==> src/hdl/oag_pkg.sv <==
// Constants and types shared by the operand address generator and its register bank.
// Assumes a single core clock domain and an asynchronous active-low core reset.
package oag_pkg;
  localparam int BYTE_W = 8;
  localparam int ADDR_W = 16;
  localparam int BANKS = 4;
  localparam int REGS_PER_BANK = 8;

  // Byte register codes within a bank.
  localparam logic [2:0] CODE_X = 3'h0;
  localparam logic [2:0] CODE_A = 3'h1;
  localparam logic [2:0] CODE_C = 3'h2;
  localparam logic [2:0] CODE_B = 3'h3;
  localparam logic [2:0] CODE_E = 3'h4;
  localparam logic [2:0] CODE_D = 3'h5;
  localparam logic [2:0] CODE_L = 3'h6;
  localparam logic [2:0] CODE_H = 3'h7;
  // Pair codes.
  localparam logic [1:0] PAIR_AX = 2'h0;
  localparam logic [1:0] PAIR_BC = 2'h1;
  localparam logic [1:0] PAIR_DE = 2'h2;
  localparam logic [1:0] PAIR_HL = 2'h3;

  // Short direct window.
  localparam logic [15:0] SADDR_LO = 16'hFE20;
  localparam logic [15:0] SADDR_HI = 16'hFF1F;
  localparam logic [6:0] SADDR_TOP = 7'h7F;
  localparam logic [7:0] SADDR_WRAP = 8'h20;
  // Special register space.
  localparam logic [15:0] SFR_BASE = 16'hFF00;
  localparam logic [15:0] SFR_GAP_LO = 16'hFFD0;
  localparam logic [15:0] SFR_GAP_HI = 16'hFFDF;
  // Default internal high-speed RAM span for stack accesses.
  localparam logic [15:0] HS_RAM_LO = 16'hFB00;
  localparam logic [15:0] HS_RAM_HI = 16'hFEFF;
  localparam logic [15:0] RESET_ADDR = 16'h0000;

  typedef enum logic [3:0] {
    MODE_IMPLIED, MODE_REG, MODE_PAIR, MODE_DIRECT, MODE_SHORT, MODE_SFR,
    MODE_IND_DE, MODE_IND_HL, MODE_BASED, MODE_IDX_B, MODE_IDX_C, MODE_STACK
  } mode_t;

  typedef enum logic [2:0] {
    unsigned_multiply_op, unsigned_word_divide_op, bcd_add_adjust_op,
    bcd_sub_adjust_op, nibble_rotate_right_op, nibble_rotate_left_op
  } implied_op_t;
endpackage : oag_pkg

==> src/hdl/regbank_if.sv <==
// Port bundle between the address generator and its general register banks.
// Assumes reads are combinational from the bank selected by bank.
`timescale 1ns/1ps
interface regbank_if;
  logic [1:0] bank;
  logic [2:0] byte_code;
  logic [7:0] byte_data;
  logic [1:0] pair_code;
  logic [15:0] pair_data;
  logic [15:0] hl_data;
  logic [15:0] de_data;
  logic [7:0] b_data;
  logic [7:0] c_data;
  logic wr_en;
  logic wr_word;
  logic [2:0] wr_code;
  logic [15:0] wr_data;
  modport gen (output bank, byte_code, pair_code, wr_en, wr_word, wr_code, wr_data,
               input byte_data, pair_data, hl_data, de_data, b_data, c_data);
  modport bank_side (input bank, byte_code, pair_code, wr_en, wr_word, wr_code, wr_data,
                     output byte_data, pair_data, hl_data, de_data, b_data, c_data);
endinterface : regbank_if

==> src/hdl/reg_banks.sv <==
// Four banks of eight byte registers, pairs formed from adjacent bytes (low byte at even code).
// Assumes writes land in the bank currently selected; reads see the value before a same-cycle write.
`timescale 1ns/1ps
module reg_banks (
  input wire logic clk_i,
  input wire logic reset_n_i,
  regbank_if.bank_side rb
);
  localparam int N = oag_pkg::BANKS * oag_pkg::REGS_PER_BANK;
  logic [7:0] mem_q [N];
  logic [7:0] mem_d [N];

  function automatic logic [4:0] idx(input logic [1:0] bank, input logic [2:0] code);
    return {bank, code};
  endfunction : idx

  always_comb begin
    mem_d = mem_q;
    if (rb.wr_en) begin
      if (rb.wr_word) begin
        mem_d[idx(rb.bank, {rb.wr_code[1:0], 1'b0})] = rb.wr_data[7:0];
        mem_d[idx(rb.bank, {rb.wr_code[1:0], 1'b1})] = rb.wr_data[15:8];
      end else begin
        mem_d[idx(rb.bank, rb.wr_code)] = rb.wr_data[7:0];
      end
    end
  end

  always_ff @(posedge clk_i or negedge reset_n_i) begin
    if (!reset_n_i) begin
      for (int i = 0; i < N; i++) begin
        mem_q[i] <= 8'h00;
      end
    end else begin
      mem_q <= mem_d;
    end
  end

  // Codes 0..7 are X,A,C,B,E,D,L,H; pair n is {code 2n+1, code 2n}.
  assign rb.byte_data = mem_q[idx(rb.bank, rb.byte_code)];
  assign rb.pair_data = {mem_q[idx(rb.bank, {rb.pair_code, 1'b1})], mem_q[idx(rb.bank, {rb.pair_code, 1'b0})]};
  assign rb.hl_data = {mem_q[idx(rb.bank, oag_pkg::CODE_H)], mem_q[idx(rb.bank, oag_pkg::CODE_L)]};
  assign rb.de_data = {mem_q[idx(rb.bank, oag_pkg::CODE_D)], mem_q[idx(rb.bank, oag_pkg::CODE_E)]};
  assign rb.b_data = mem_q[idx(rb.bank, oag_pkg::CODE_B)];
  assign rb.c_data = mem_q[idx(rb.bank, oag_pkg::CODE_C)];
endmodule : reg_banks

==> src/hdl/operand_address_generator.sv <==
// Operand address generator: resolves registers and 16-bit memory operand addresses.
// Assumes the decoder holds its fields valid with req_valid_i for one cycle per operand.
//
// Notes on behaviour
// Multiply takes A as multiplicand, a named byte register, product goes to AX.
// Word divide reads dividend from AX and writes quotient back to AX.
// Decimal adjust and nibble rotates work on A implicitly.
// Register operands combine both bank flags with the 3-bit register code.
// Byte codes 0..7 are X,A,C,B,E,D,L,H; pair codes 0..3 are AX,BC,DE,HL.
// Direct mode uses the 16-bit immediate unchanged as address.
// Short direct maps an 8-bit immediate into FE20H..FF1FH.
// Short direct bit 8 is set for 00H..1FH, cleared otherwise; top bits ones.
// Short window up to FEFFH is RAM, FF00H..FF1FH is special registers.
// Word short direct operands must be even; the decoder guarantees it.
// Special register mode reaches FF00H..FFCFH and FFE0H..FFFFH by 8-bit immediate.
// Word special register operands must be even; the decoder guarantees it.
// Register indirect uses DE or HL of the selected bank.
// Based mode adds zero-extended immediate to HL, carry dropped.
// Based indexed adds zero-extended B or C to HL, carry dropped.
// Stack accesses use the stack pointer and must stay in high-speed RAM.
// The two bank flags form a 2-bit index choosing one of four banks.
`timescale 1ns/1ps
module operand_address_generator #(
  parameter logic [15:0] STACK_RAM_LO = oag_pkg::HS_RAM_LO,
  parameter logic [15:0] STACK_RAM_HI = oag_pkg::HS_RAM_HI
) (
  input wire logic clk_i,
  input wire logic reset_n_i,
  input wire logic req_valid_i,
  input wire oag_pkg::mode_t mode_i,
  input wire oag_pkg::implied_op_t implied_op_i,
  input wire logic [2:0] reg_code_i,
  input wire logic [7:0] imm8_i,
  input wire logic [15:0] imm16_i,
  input wire logic bank_select_low_i,
  input wire logic bank_select_high_i,
  input wire logic [15:0] stack_pointer_i,
  input wire logic wr_en_i,
  input wire logic wr_word_i,
  input wire logic [2:0] wr_code_i,
  input wire logic [15:0] wr_data_i,
  output logic done_o,
  output logic is_mem_o,
  output logic [15:0] mem_addr_o,
  output logic to_sfr_o,
  output logic addr_fault_o,
  output logic [2:0] src_code_o,
  output logic [7:0] src_byte_o,
  output logic [15:0] src_pair_o,
  output logic dst_is_pair_o,
  output logic [2:0] dst_code_o
);
  // An empty span would flag every stack access, so such a setting is refused at elaboration.
  if (STACK_RAM_LO > STACK_RAM_HI) begin : g_bad_span
    $error("stack RAM span is empty");
  end

  regbank_if rb ();

  reg_banks u_banks (
    .clk_i(clk_i),
    .reset_n_i(reset_n_i),
    .rb(rb)
  );

  // Sum with a zero-extended byte; the carry out of bit 15 is dropped by the cast.
  function automatic logic [15:0] add_ze(input logic [15:0] base, input logic [7:0] off);
    return 16'(base + {8'h00, off});
  endfunction : add_ze

  function automatic logic in_span(input logic [15:0] a, input logic [15:0] lo, input logic [15:0] hi);
    return (a >= lo) && (a <= hi);
  endfunction : in_span

  logic done_d, done_q, mem_d, mem_q, sfr_d, sfr_q, fault_d, fault_q, dpair_d, dpair_q;
  logic [15:0] addr_d, addr_q, pair_d, pair_q;
  logic [7:0] byte_d, byte_q;
  logic [2:0] src_d, src_q, dst_d, dst_q;

  assign rb.bank = {bank_select_high_i, bank_select_low_i};
  assign rb.wr_en = wr_en_i;
  assign rb.wr_word = wr_word_i;
  assign rb.wr_code = wr_code_i;
  assign rb.wr_data = wr_data_i;

  always_comb begin
    done_d = req_valid_i;
    mem_d = 1'b0;
    sfr_d = 1'b0;
    fault_d = 1'b0;
    addr_d = addr_q;
    src_d = reg_code_i;
    dst_d = reg_code_i;
    dpair_d = 1'b0;
    rb.byte_code = reg_code_i;
    rb.pair_code = reg_code_i[1:0];
    case (mode_i)
      oag_pkg::MODE_IMPLIED: begin
        src_d = oag_pkg::CODE_A;
        dst_d = oag_pkg::CODE_A;
        rb.byte_code = oag_pkg::CODE_A;
        case (implied_op_i)
          oag_pkg::unsigned_multiply_op: begin
            // Multiplier byte comes from reg_code_i, multiplicand is A.
            rb.byte_code = reg_code_i;
            dst_d = {1'b0, oag_pkg::PAIR_AX};
            dpair_d = 1'b1;
          end
          oag_pkg::unsigned_word_divide_op: begin
            src_d = {1'b0, oag_pkg::PAIR_AX};
            dst_d = {1'b0, oag_pkg::PAIR_AX};
            dpair_d = 1'b1;
            rb.pair_code = oag_pkg::PAIR_AX;
          end
          default: begin
          end
        endcase
      end
      oag_pkg::MODE_REG: begin
      end
      oag_pkg::MODE_PAIR: begin
        dpair_d = 1'b1;
      end
      oag_pkg::MODE_DIRECT: begin
        mem_d = 1'b1;
        addr_d = imm16_i;
      end
      oag_pkg::MODE_SHORT: begin
        mem_d = 1'b1;
        addr_d = {oag_pkg::SADDR_TOP, imm8_i < oag_pkg::SADDR_WRAP, imm8_i};
        sfr_d = addr_d >= oag_pkg::SFR_BASE;
      end
      oag_pkg::MODE_SFR: begin
        mem_d = 1'b1;
        sfr_d = 1'b1;
        addr_d = oag_pkg::SFR_BASE | {8'h00, imm8_i};
        // The unassigned hole between the two special register spans is flagged.
        fault_d = in_span(addr_d, oag_pkg::SFR_GAP_LO, oag_pkg::SFR_GAP_HI);
      end
      oag_pkg::MODE_IND_DE: begin
        mem_d = 1'b1;
        addr_d = rb.de_data;
      end
      oag_pkg::MODE_IND_HL: begin
        mem_d = 1'b1;
        addr_d = rb.hl_data;
      end
      oag_pkg::MODE_BASED: begin
        mem_d = 1'b1;
        addr_d = add_ze(rb.hl_data, imm8_i);
      end
      oag_pkg::MODE_IDX_B: begin
        mem_d = 1'b1;
        addr_d = add_ze(rb.hl_data, rb.b_data);
      end
      oag_pkg::MODE_IDX_C: begin
        mem_d = 1'b1;
        addr_d = add_ze(rb.hl_data, rb.c_data);
      end
      oag_pkg::MODE_STACK: begin
        mem_d = 1'b1;
        addr_d = stack_pointer_i;
        fault_d = !in_span(stack_pointer_i, STACK_RAM_LO, STACK_RAM_HI);
      end
      default: begin
        fault_d = 1'b1;
      end
    endcase
    byte_d = rb.byte_data;
    pair_d = rb.pair_data;
    if (!req_valid_i) begin
      mem_d = mem_q;
      sfr_d = sfr_q;
      fault_d = fault_q;
      addr_d = addr_q;
      src_d = src_q;
      dst_d = dst_q;
      dpair_d = dpair_q;
      byte_d = byte_q;
      pair_d = pair_q;
    end
  end

  always_ff @(posedge clk_i or negedge reset_n_i) begin
    if (!reset_n_i) begin
      done_q <= 1'b0;
      mem_q <= 1'b0;
      sfr_q <= 1'b0;
      fault_q <= 1'b0;
      dpair_q <= 1'b0;
      addr_q <= oag_pkg::RESET_ADDR;
      pair_q <= 16'h0000;
      byte_q <= 8'h00;
      src_q <= 3'h0;
      dst_q <= 3'h0;
    end else begin
      done_q <= done_d;
      mem_q <= mem_d;
      sfr_q <= sfr_d;
      fault_q <= fault_d;
      dpair_q <= dpair_d;
      addr_q <= addr_d;
      pair_q <= pair_d;
      byte_q <= byte_d;
      src_q <= src_d;
      dst_q <= dst_d;
    end
  end

  assign done_o = done_q;
  assign is_mem_o = mem_q;
  assign mem_addr_o = addr_q;
  assign to_sfr_o = sfr_q;
  assign addr_fault_o = fault_q;
  assign src_code_o = src_q;
  assign src_byte_o = byte_q;
  assign src_pair_o = pair_q;
  assign dst_is_pair_o = dpair_q;
  assign dst_code_o = dst_q;
endmodule : operand_address_generator

==> config.mk <==
export PLATFORM = sky130hd
export DESIGN_NAME = operand_address_generator
export DESIGN_NICKNAME = d
export VERILOG_FILES = /design/src/hdl/oag_pkg.sv /design/src/hdl/regbank_if.sv /design/src/hdl/reg_banks.sv /design/src/hdl/operand_address_generator.sv
export SDC_FILE = /design/constraint.sdc
export NUM_CORES = 1
export LEC_CHECK = 0
export ABC_AREA = 1
export BUFFER_PORTS_ARGS = -buffer_cell sky130_fd_sc_hd__buf_2
export CAP_MARGIN = 20
export CELL_PAD_IN_SITES_DETAIL_PLACEMENT = 2
export CELL_PAD_IN_SITES_GLOBAL_PLACEMENT = 2
export CORE_ASPECT_RATIO = 0.8
export CORE_UTILIZATION = 25
export CTS_CLUSTER_DIAMETER = 120
export DETAILED_ROUTE_END_ITERATION = 12
export PLACE_DENSITY = 0.66
export SLEW_MARGIN = 0
export SYNTH_ARGS = -nofsm -noshare
export SYNTH_HDL_FRONTEND = slang
export SYNTH_SLANG_ARGS = --single-unit
export TNS_END_PERCENT = 10
==> constraint.sdc <==
create_clock -name clk_i -period 7.2 [get_ports clk_i]
set_clock_uncertainty 0.15 [all_clocks]
set_input_delay 0.72 -clock clk_i [delete_from_list [all_inputs] [get_ports clk_i]]
set_output_delay 0.72 -clock clk_i [all_outputs]
set_load 0.02 [all_outputs]
== Word level (Yosys, flattened, before mapping) ==
Index checks and enable logic that the tools add are counted.
Word-level totals
  register bits: 307
  output and inout bits: 51
  word-level logic and storage cells: 154
Operators by class
  bitwise logic cells: 12
  mux-type cells: 51
  equal/unequal tests: 12
  $add $sub $neg: 3
  reduce and logical (&&, ||, !) cells: 13
  order comparisons: 21
Operators with widths (number)
  $bwmux W256: 3
  $bmux W8 S5: 9
  $mux W256: 1
  $mux W8: 21
  $pmux W16 S9: 1
  $demux W8 S5: 3
  $ge A6 B6 Y1 const B: 12
  $not A5 Y6: 12
  $add A16 B8 Y16: 3
  $ge A16 B16 Y1 const B: 3
  $le A16 B16 Y1 const B: 2
  $lt A6 B1 Y1 const B: 3
  $eq A4 B3 Y1 const B: 4
  $eq A4 B4 Y1 const B: 4
  $mux W3: 4
  $reduce_or A10 Y1: 1
  $reduce_bool A9 Y1: 1
  $reduce_or A9 Y1: 1
  $eq A4 B2 Y1 const B: 2
  $lt A8 B6 Y1 const B: 1
  $logic_and A1 B1 Y1: 5
  $eq A4 B1 Y1 const B: 1
  $logic_not A4 Y1: 1
  $mux W1: 4
  8 further kinds: 10

== Longest topological paths before layout ==
  depth after elaboration: 8
  depth in mapped cells: 24

== Hierarchy ==
A second synthesis with hierarchy kept.
Second synthesis, totals
  cell total of the unflattened synthesis: 3056
  area total of the unflattened synthesis: 20455.9 um^2
By module, submodules not included
  reg_banks: area each 16846.2 um^2, cells an instance 2504, instances 1, seq. area each 6406.1 um^2
  operand_address_generator: area each 3609.7 um^2, cells an instance 552, instances 1, seq. area each 1226.2 um^2

== Least setup slack after synthesis ==
Ideal clock, no wire load.
  path kind: input to register
  start point: input port bank_select_high_i
  end point: register addr_q[14], in the netlist mem_addr_o[14]
  slack: 3.770 ns
  stages: 22
  data arrival time: 3.164 ns
  setup time: 0.116 ns
  path through: buf_4 -> nand2_2 -> buf_6 -> buf_2 -> buf_2 -> o22ai_1 -> o21ai_0 -> nand3_1 -> ha_1 -> fa_1 -> nand3_1 -> nand2_1 -> nand2_1 -> nand2_1 -> nand2_1 -> inv_1 -> nand2_1 -> nand2_1 -> nand3_1 -> nand2_1 -> nand2_1 -> nand2_1
On the way
  cells in the longest elaborated chain, start to end: 6
  elaborated cells on any way between the ends: 24
  classes of those cells: add/sub (3); mux (16); bitwise (5)
RTL lines
  from (decl): line operand_address_generator.sv:36  | input wire logic bank_select_high_i,
  $not A5 Y6 (on tied branches): line reg_banks.sv:42, reg_banks.sv:44, reg_banks.sv:45
  $bmux W8 S5 (on tied branches): line reg_banks.sv:42, reg_banks.sv:44, reg_banks.sv:45
  $mux W8 (on tied branches) (2 in series): line reg_banks.sv:42, reg_banks.sv:44, reg_banks.sv:45
  $add A16 B8 Y16: line operand_address_generator.sv:68  | return 16'(base + {8'h00, off});
  $pmux W16 S9 *: line operand_address_generator.sv:97  | case (mode_i)
  to (signal assigned): line operand_address_generator.sv:191  | addr_q <= oag_pkg::RESET_ADDR;
  to (signal assigned): line operand_address_generator.sv:202  | addr_q <= addr_d;
  to (decl): line operand_address_generator.sv:76  | logic [15:0] addr_d, addr_q, pair_d, pair_q;
Every way passes the cells marked *; elsewhere a longest branch is shown, timed or not. The select of a mux whose other input is x is not followed.
A chain may end at the register's enable or synchronous reset.

== Worst setup path after layout ==
Same ends and word-level chain as after synthesis.

==> flow_summary_export.csv <==
group,metric,value,unit
status,status,"finished, final reports clean",
logic_synthesis,ys_types,58,
drt,drc,0,
logic_synthesis,async_flop_share,100,%
floorplanning,core-area,82100,µm²
logic_synthesis,synth.most_common_cell,"nand2_1",
clock_tree,clk_pin_slew_worst_paths,60,ps
global_route,grt_pass1_wl,183000,µm
timing,period_share,61.2,%
logic_synthesis,synthSimpleGateAreaFrac,29.4,%
logic_synthesis,yosys_warnings,0,
drt,wl_per_cell,31.0,µm
worst_setup_path,critPathKind,"in -> reg",
floorplanning,pin_count,127,
global_route,grt_use_total,30.4,%
power,vdd_drop_max,201,µV
global_route,met1_usage,44.4,%
logic_synthesis,syn_nets,3116,
logic_synthesis,synthCells,3027,
place,gp_congestion,0.965,
place,dp_hpwl,95500,µm
floorplanning,dieArea,84000,µm²
clock_tree,cts-resized-gates,0,
timing,worstMarginPinSlew,1150,ps
global_route,antenna_found_initial,5,
clock_tree,hold_buffers,0,
timing,tns,0,ps
logic_synthesis,synth_area_leaders,"dfrtp_1 37%, nand2_1 14%, nand3_1 6.8%",
logic_synthesis,synth_mux_area_share,0.779,%
logic_synthesis,synth_top_family_by_area,"simple AND/OR/NAND/NOR gates",
power,p_leak,10.8,nW
logic_synthesis,synth_area_leader_cell,"dfrtp_1",
clock_tree,cts_setup_buffers,0,
global_route,grt_pass1_vias,23900,
timing,setup_slack,2790,ps
drt,dr.pass1.iters,5,
floorplanning,rows,94,
worst_setup_path,cp-start-kind,"primary input",
drt,drt-initial-drc-count,2374,
logic_synthesis,synthTopCellsByCount,"748 x nand2_1, 306 x nor2_1, 305 x dfrtp_1",
drt,wl,129000,µm
drt,via_count,23600,
worst_setup_path,cp.arrival,4730,ps
floorplanning,die_w,324,µm
place,post-place-ws,2250,ps
logic_synthesis,syn_avg_cell_area,6.85,µm²
timing,maxSlewViolCount,0,
floorplanning,start_util,25.2,%
flow_run,drv_cap,0,
logic_synthesis,synth-edff-count,0,
timing,slew_headroom,22.8,%
floorplanning,fp.dieH,259,µm
drt,via_per_inst,5.68,
timing,fin_crit,4410,ps
global_route,grt_max_degree,111,
drt,antenna_left,0,
timing,hold_violations,0,
layout,n_antenna_cell,0,
timing,setup_violations,0,
logic_synthesis,synth_seq_cells,305,
global_route,grt_use_met2,44.7,%
worst_setup_path,endpoint_kind,"flip-flop",
logic_synthesis,yosys.area.top_type_share,36.8,%
clock_tree,cts.path.max_buffers,3,
place,port_buffers,126,
logic_synthesis,ys_seq_area_share,36.8,%
hold_path,hold_class,"in -> async",
worst_setup_path,cp.required,7520,ps
power,power_density,268,nW/µm²
clock_tree,numCtsBuffers,39,
clock_tree,clock_sinks,305,
layout,num-nets-final,3117,
clock_tree,root_buffer,"clkbuf_16",
timing,rsz0062_at_grt,"false",
timing,fmax,0.227,GHz
logic_synthesis,mappedNetlistArea,20700,µm²
global_route,grt_overflow,0,
global_route,busiest_layer,"met2",
clock_tree,cts_tree,"done",
layout,drive_gt1_share,11.1,%
logic_synthesis,synth_xor_area_share,0.0423,%
clock_tree,htreeDepth,2,
worst_setup_path,crit_path_max_fanout,43,
logic_synthesis,synth_ff_type,"dfrtp_1",
logic_synthesis,synthAdderAreaFrac,0.821,%
global_route,grt.met3_usage,6.47,%
logic_synthesis,synth_compound_area_share,21.9,%
layout,synthToLayoutAreaGrowth,13.3,%
clock_tree,clock_latency,590,ps
-- cells in the final DEF (no fill, tap or decap), types with 12 or more instances in the layout --
cell | synthesis | routed
nand2_1 | 748 | 748
o22ai_1 | 130 | 130
nand3_1 | 283 | 283
buf_2 | 87 | 124
inv_2 | 20 | 20
buf_4 | 20 | 35
clkbuf_16 | 0 | 41
dfrtp_1 | 305 | 305
o21ai_1 | 89 | 89
a21oi_1 | 166 | 166
o211ai_1 | 27 | 27
a22oi_1 | 14 | 14
o2111ai_1 | 38 | 38
nor2_1 | 306 | 306
nand2_2 | 16 | 16
o21ai_0 | 272 | 272
ha_1 | 12 | 12
nand4_1 | 13 | 13
inv_1 | 254 | 254
-- routing by layer --
| layer | share of wire (%) | wire length, µm |
|---|---|---|
| met5 | 0.054 | 70 |
| met4 | 2.9 | 3760 |
| met3 | 8.6 | 11100 |
| met2 | 42 | 54300 |
| met1 | 46 | 59600 |
-- registers in the layout (all words and copies together), names as in the netlist --
register	count
addr_fault_o	1
done_o	1
dst_code_o	1
dst_is_pair_o	1
is_mem_o	1
mem_addr_o	16
src_byte_o	8
src_code_o	3
src_pair_o	16
to_sfr_o	1
u_banks.mem_q	256
-- critical path, stage by stage --
cell     delay, ps
buf_2          370
inv_2          230
nand2_4        580
inv_4          410
nand2_1        150
o21ai_0         90
o21ai_0        200
nand3_1        200
o21ai_0        160
inv_1           70
ha_1           390
nand2_1        120
o21ai_0        170
inv_1           70
nand2_1         80
nand2_1        150
inv_1          110
nand3_1         70
nand3_1        100
nand2_1         70
nand2_1         60
nand2_1         50
-- cell type report --
cell class                      instances  area [µm²]
Fill cell                            9803       58600
Multi-Input combinational cell       2234       11000
Clock buffer                           58        1190
Clock inverter                         11         210
Tap cell                             1104        1380
Timing Repair Buffer                  166        1000
Inverter                              282        1070
Sequential cell                       305        7630
-- final timing paths --
check                                         from                  to  slack (ps)  cells after the start
worst max register to register   u_banks.mem_q[96]      mem_addr_o[14]        3780                     18
max in group asynchronous                reset_n_i   u_banks.mem_q[58]        5360                      2
min in group clk_i                    wr_data_i[2]  u_banks.mem_q[186]         210                      3
worst max-delay path            bank_select_high_i      mem_addr_o[14]        2790                     22
worst min register to register      src_pair_o[12]      src_pair_o[12]         320                      2
worst min-delay path                     reset_n_i      src_pair_o[14]          20                      1
-- report_power, final --
part	switching (mW)	internal [mW]	leakage, nW	total (mW)
Sequential	0.265	1.99	3.77	2.26
Combinational	1.34	0.452	6.36	1.79
Clock	0.880	1.36	0.682	2.24
-- through the flow --
step | util (%) | cell area [µm²] | hold slack, ps | power (mW) | std cells
after floorplan | - | 20700 | 274 | 3.14 | 3027
after global placement | 26.8 | 22000 | 310 | 3.96 | 4087
after detailed placement | 26.8 | 22000 | 317 | 4.02 | 4088
after CTS | 28.5 | 23400 | 67.4 | 6.28 | 4157
after global routing | 28.6 | 23500 | 83.7 | 6.51 | 4160
final | 28.6 | 23500 | 20.4 | 6.29 | 4160
-- cell families (layout without fill, tap and decap cells) --
kind of cell / Yosys count / in the layout
fa+ha+maj: 13 / 13
mux: 13 / 13
xor+xnor: 1 / 1
flops: 305 / 305
buf+inv: 488 / 517
compound gates: 779 / 779
simple gates: 1428 / 1428
Note: power is estimated with default switching activity, not from simulation.
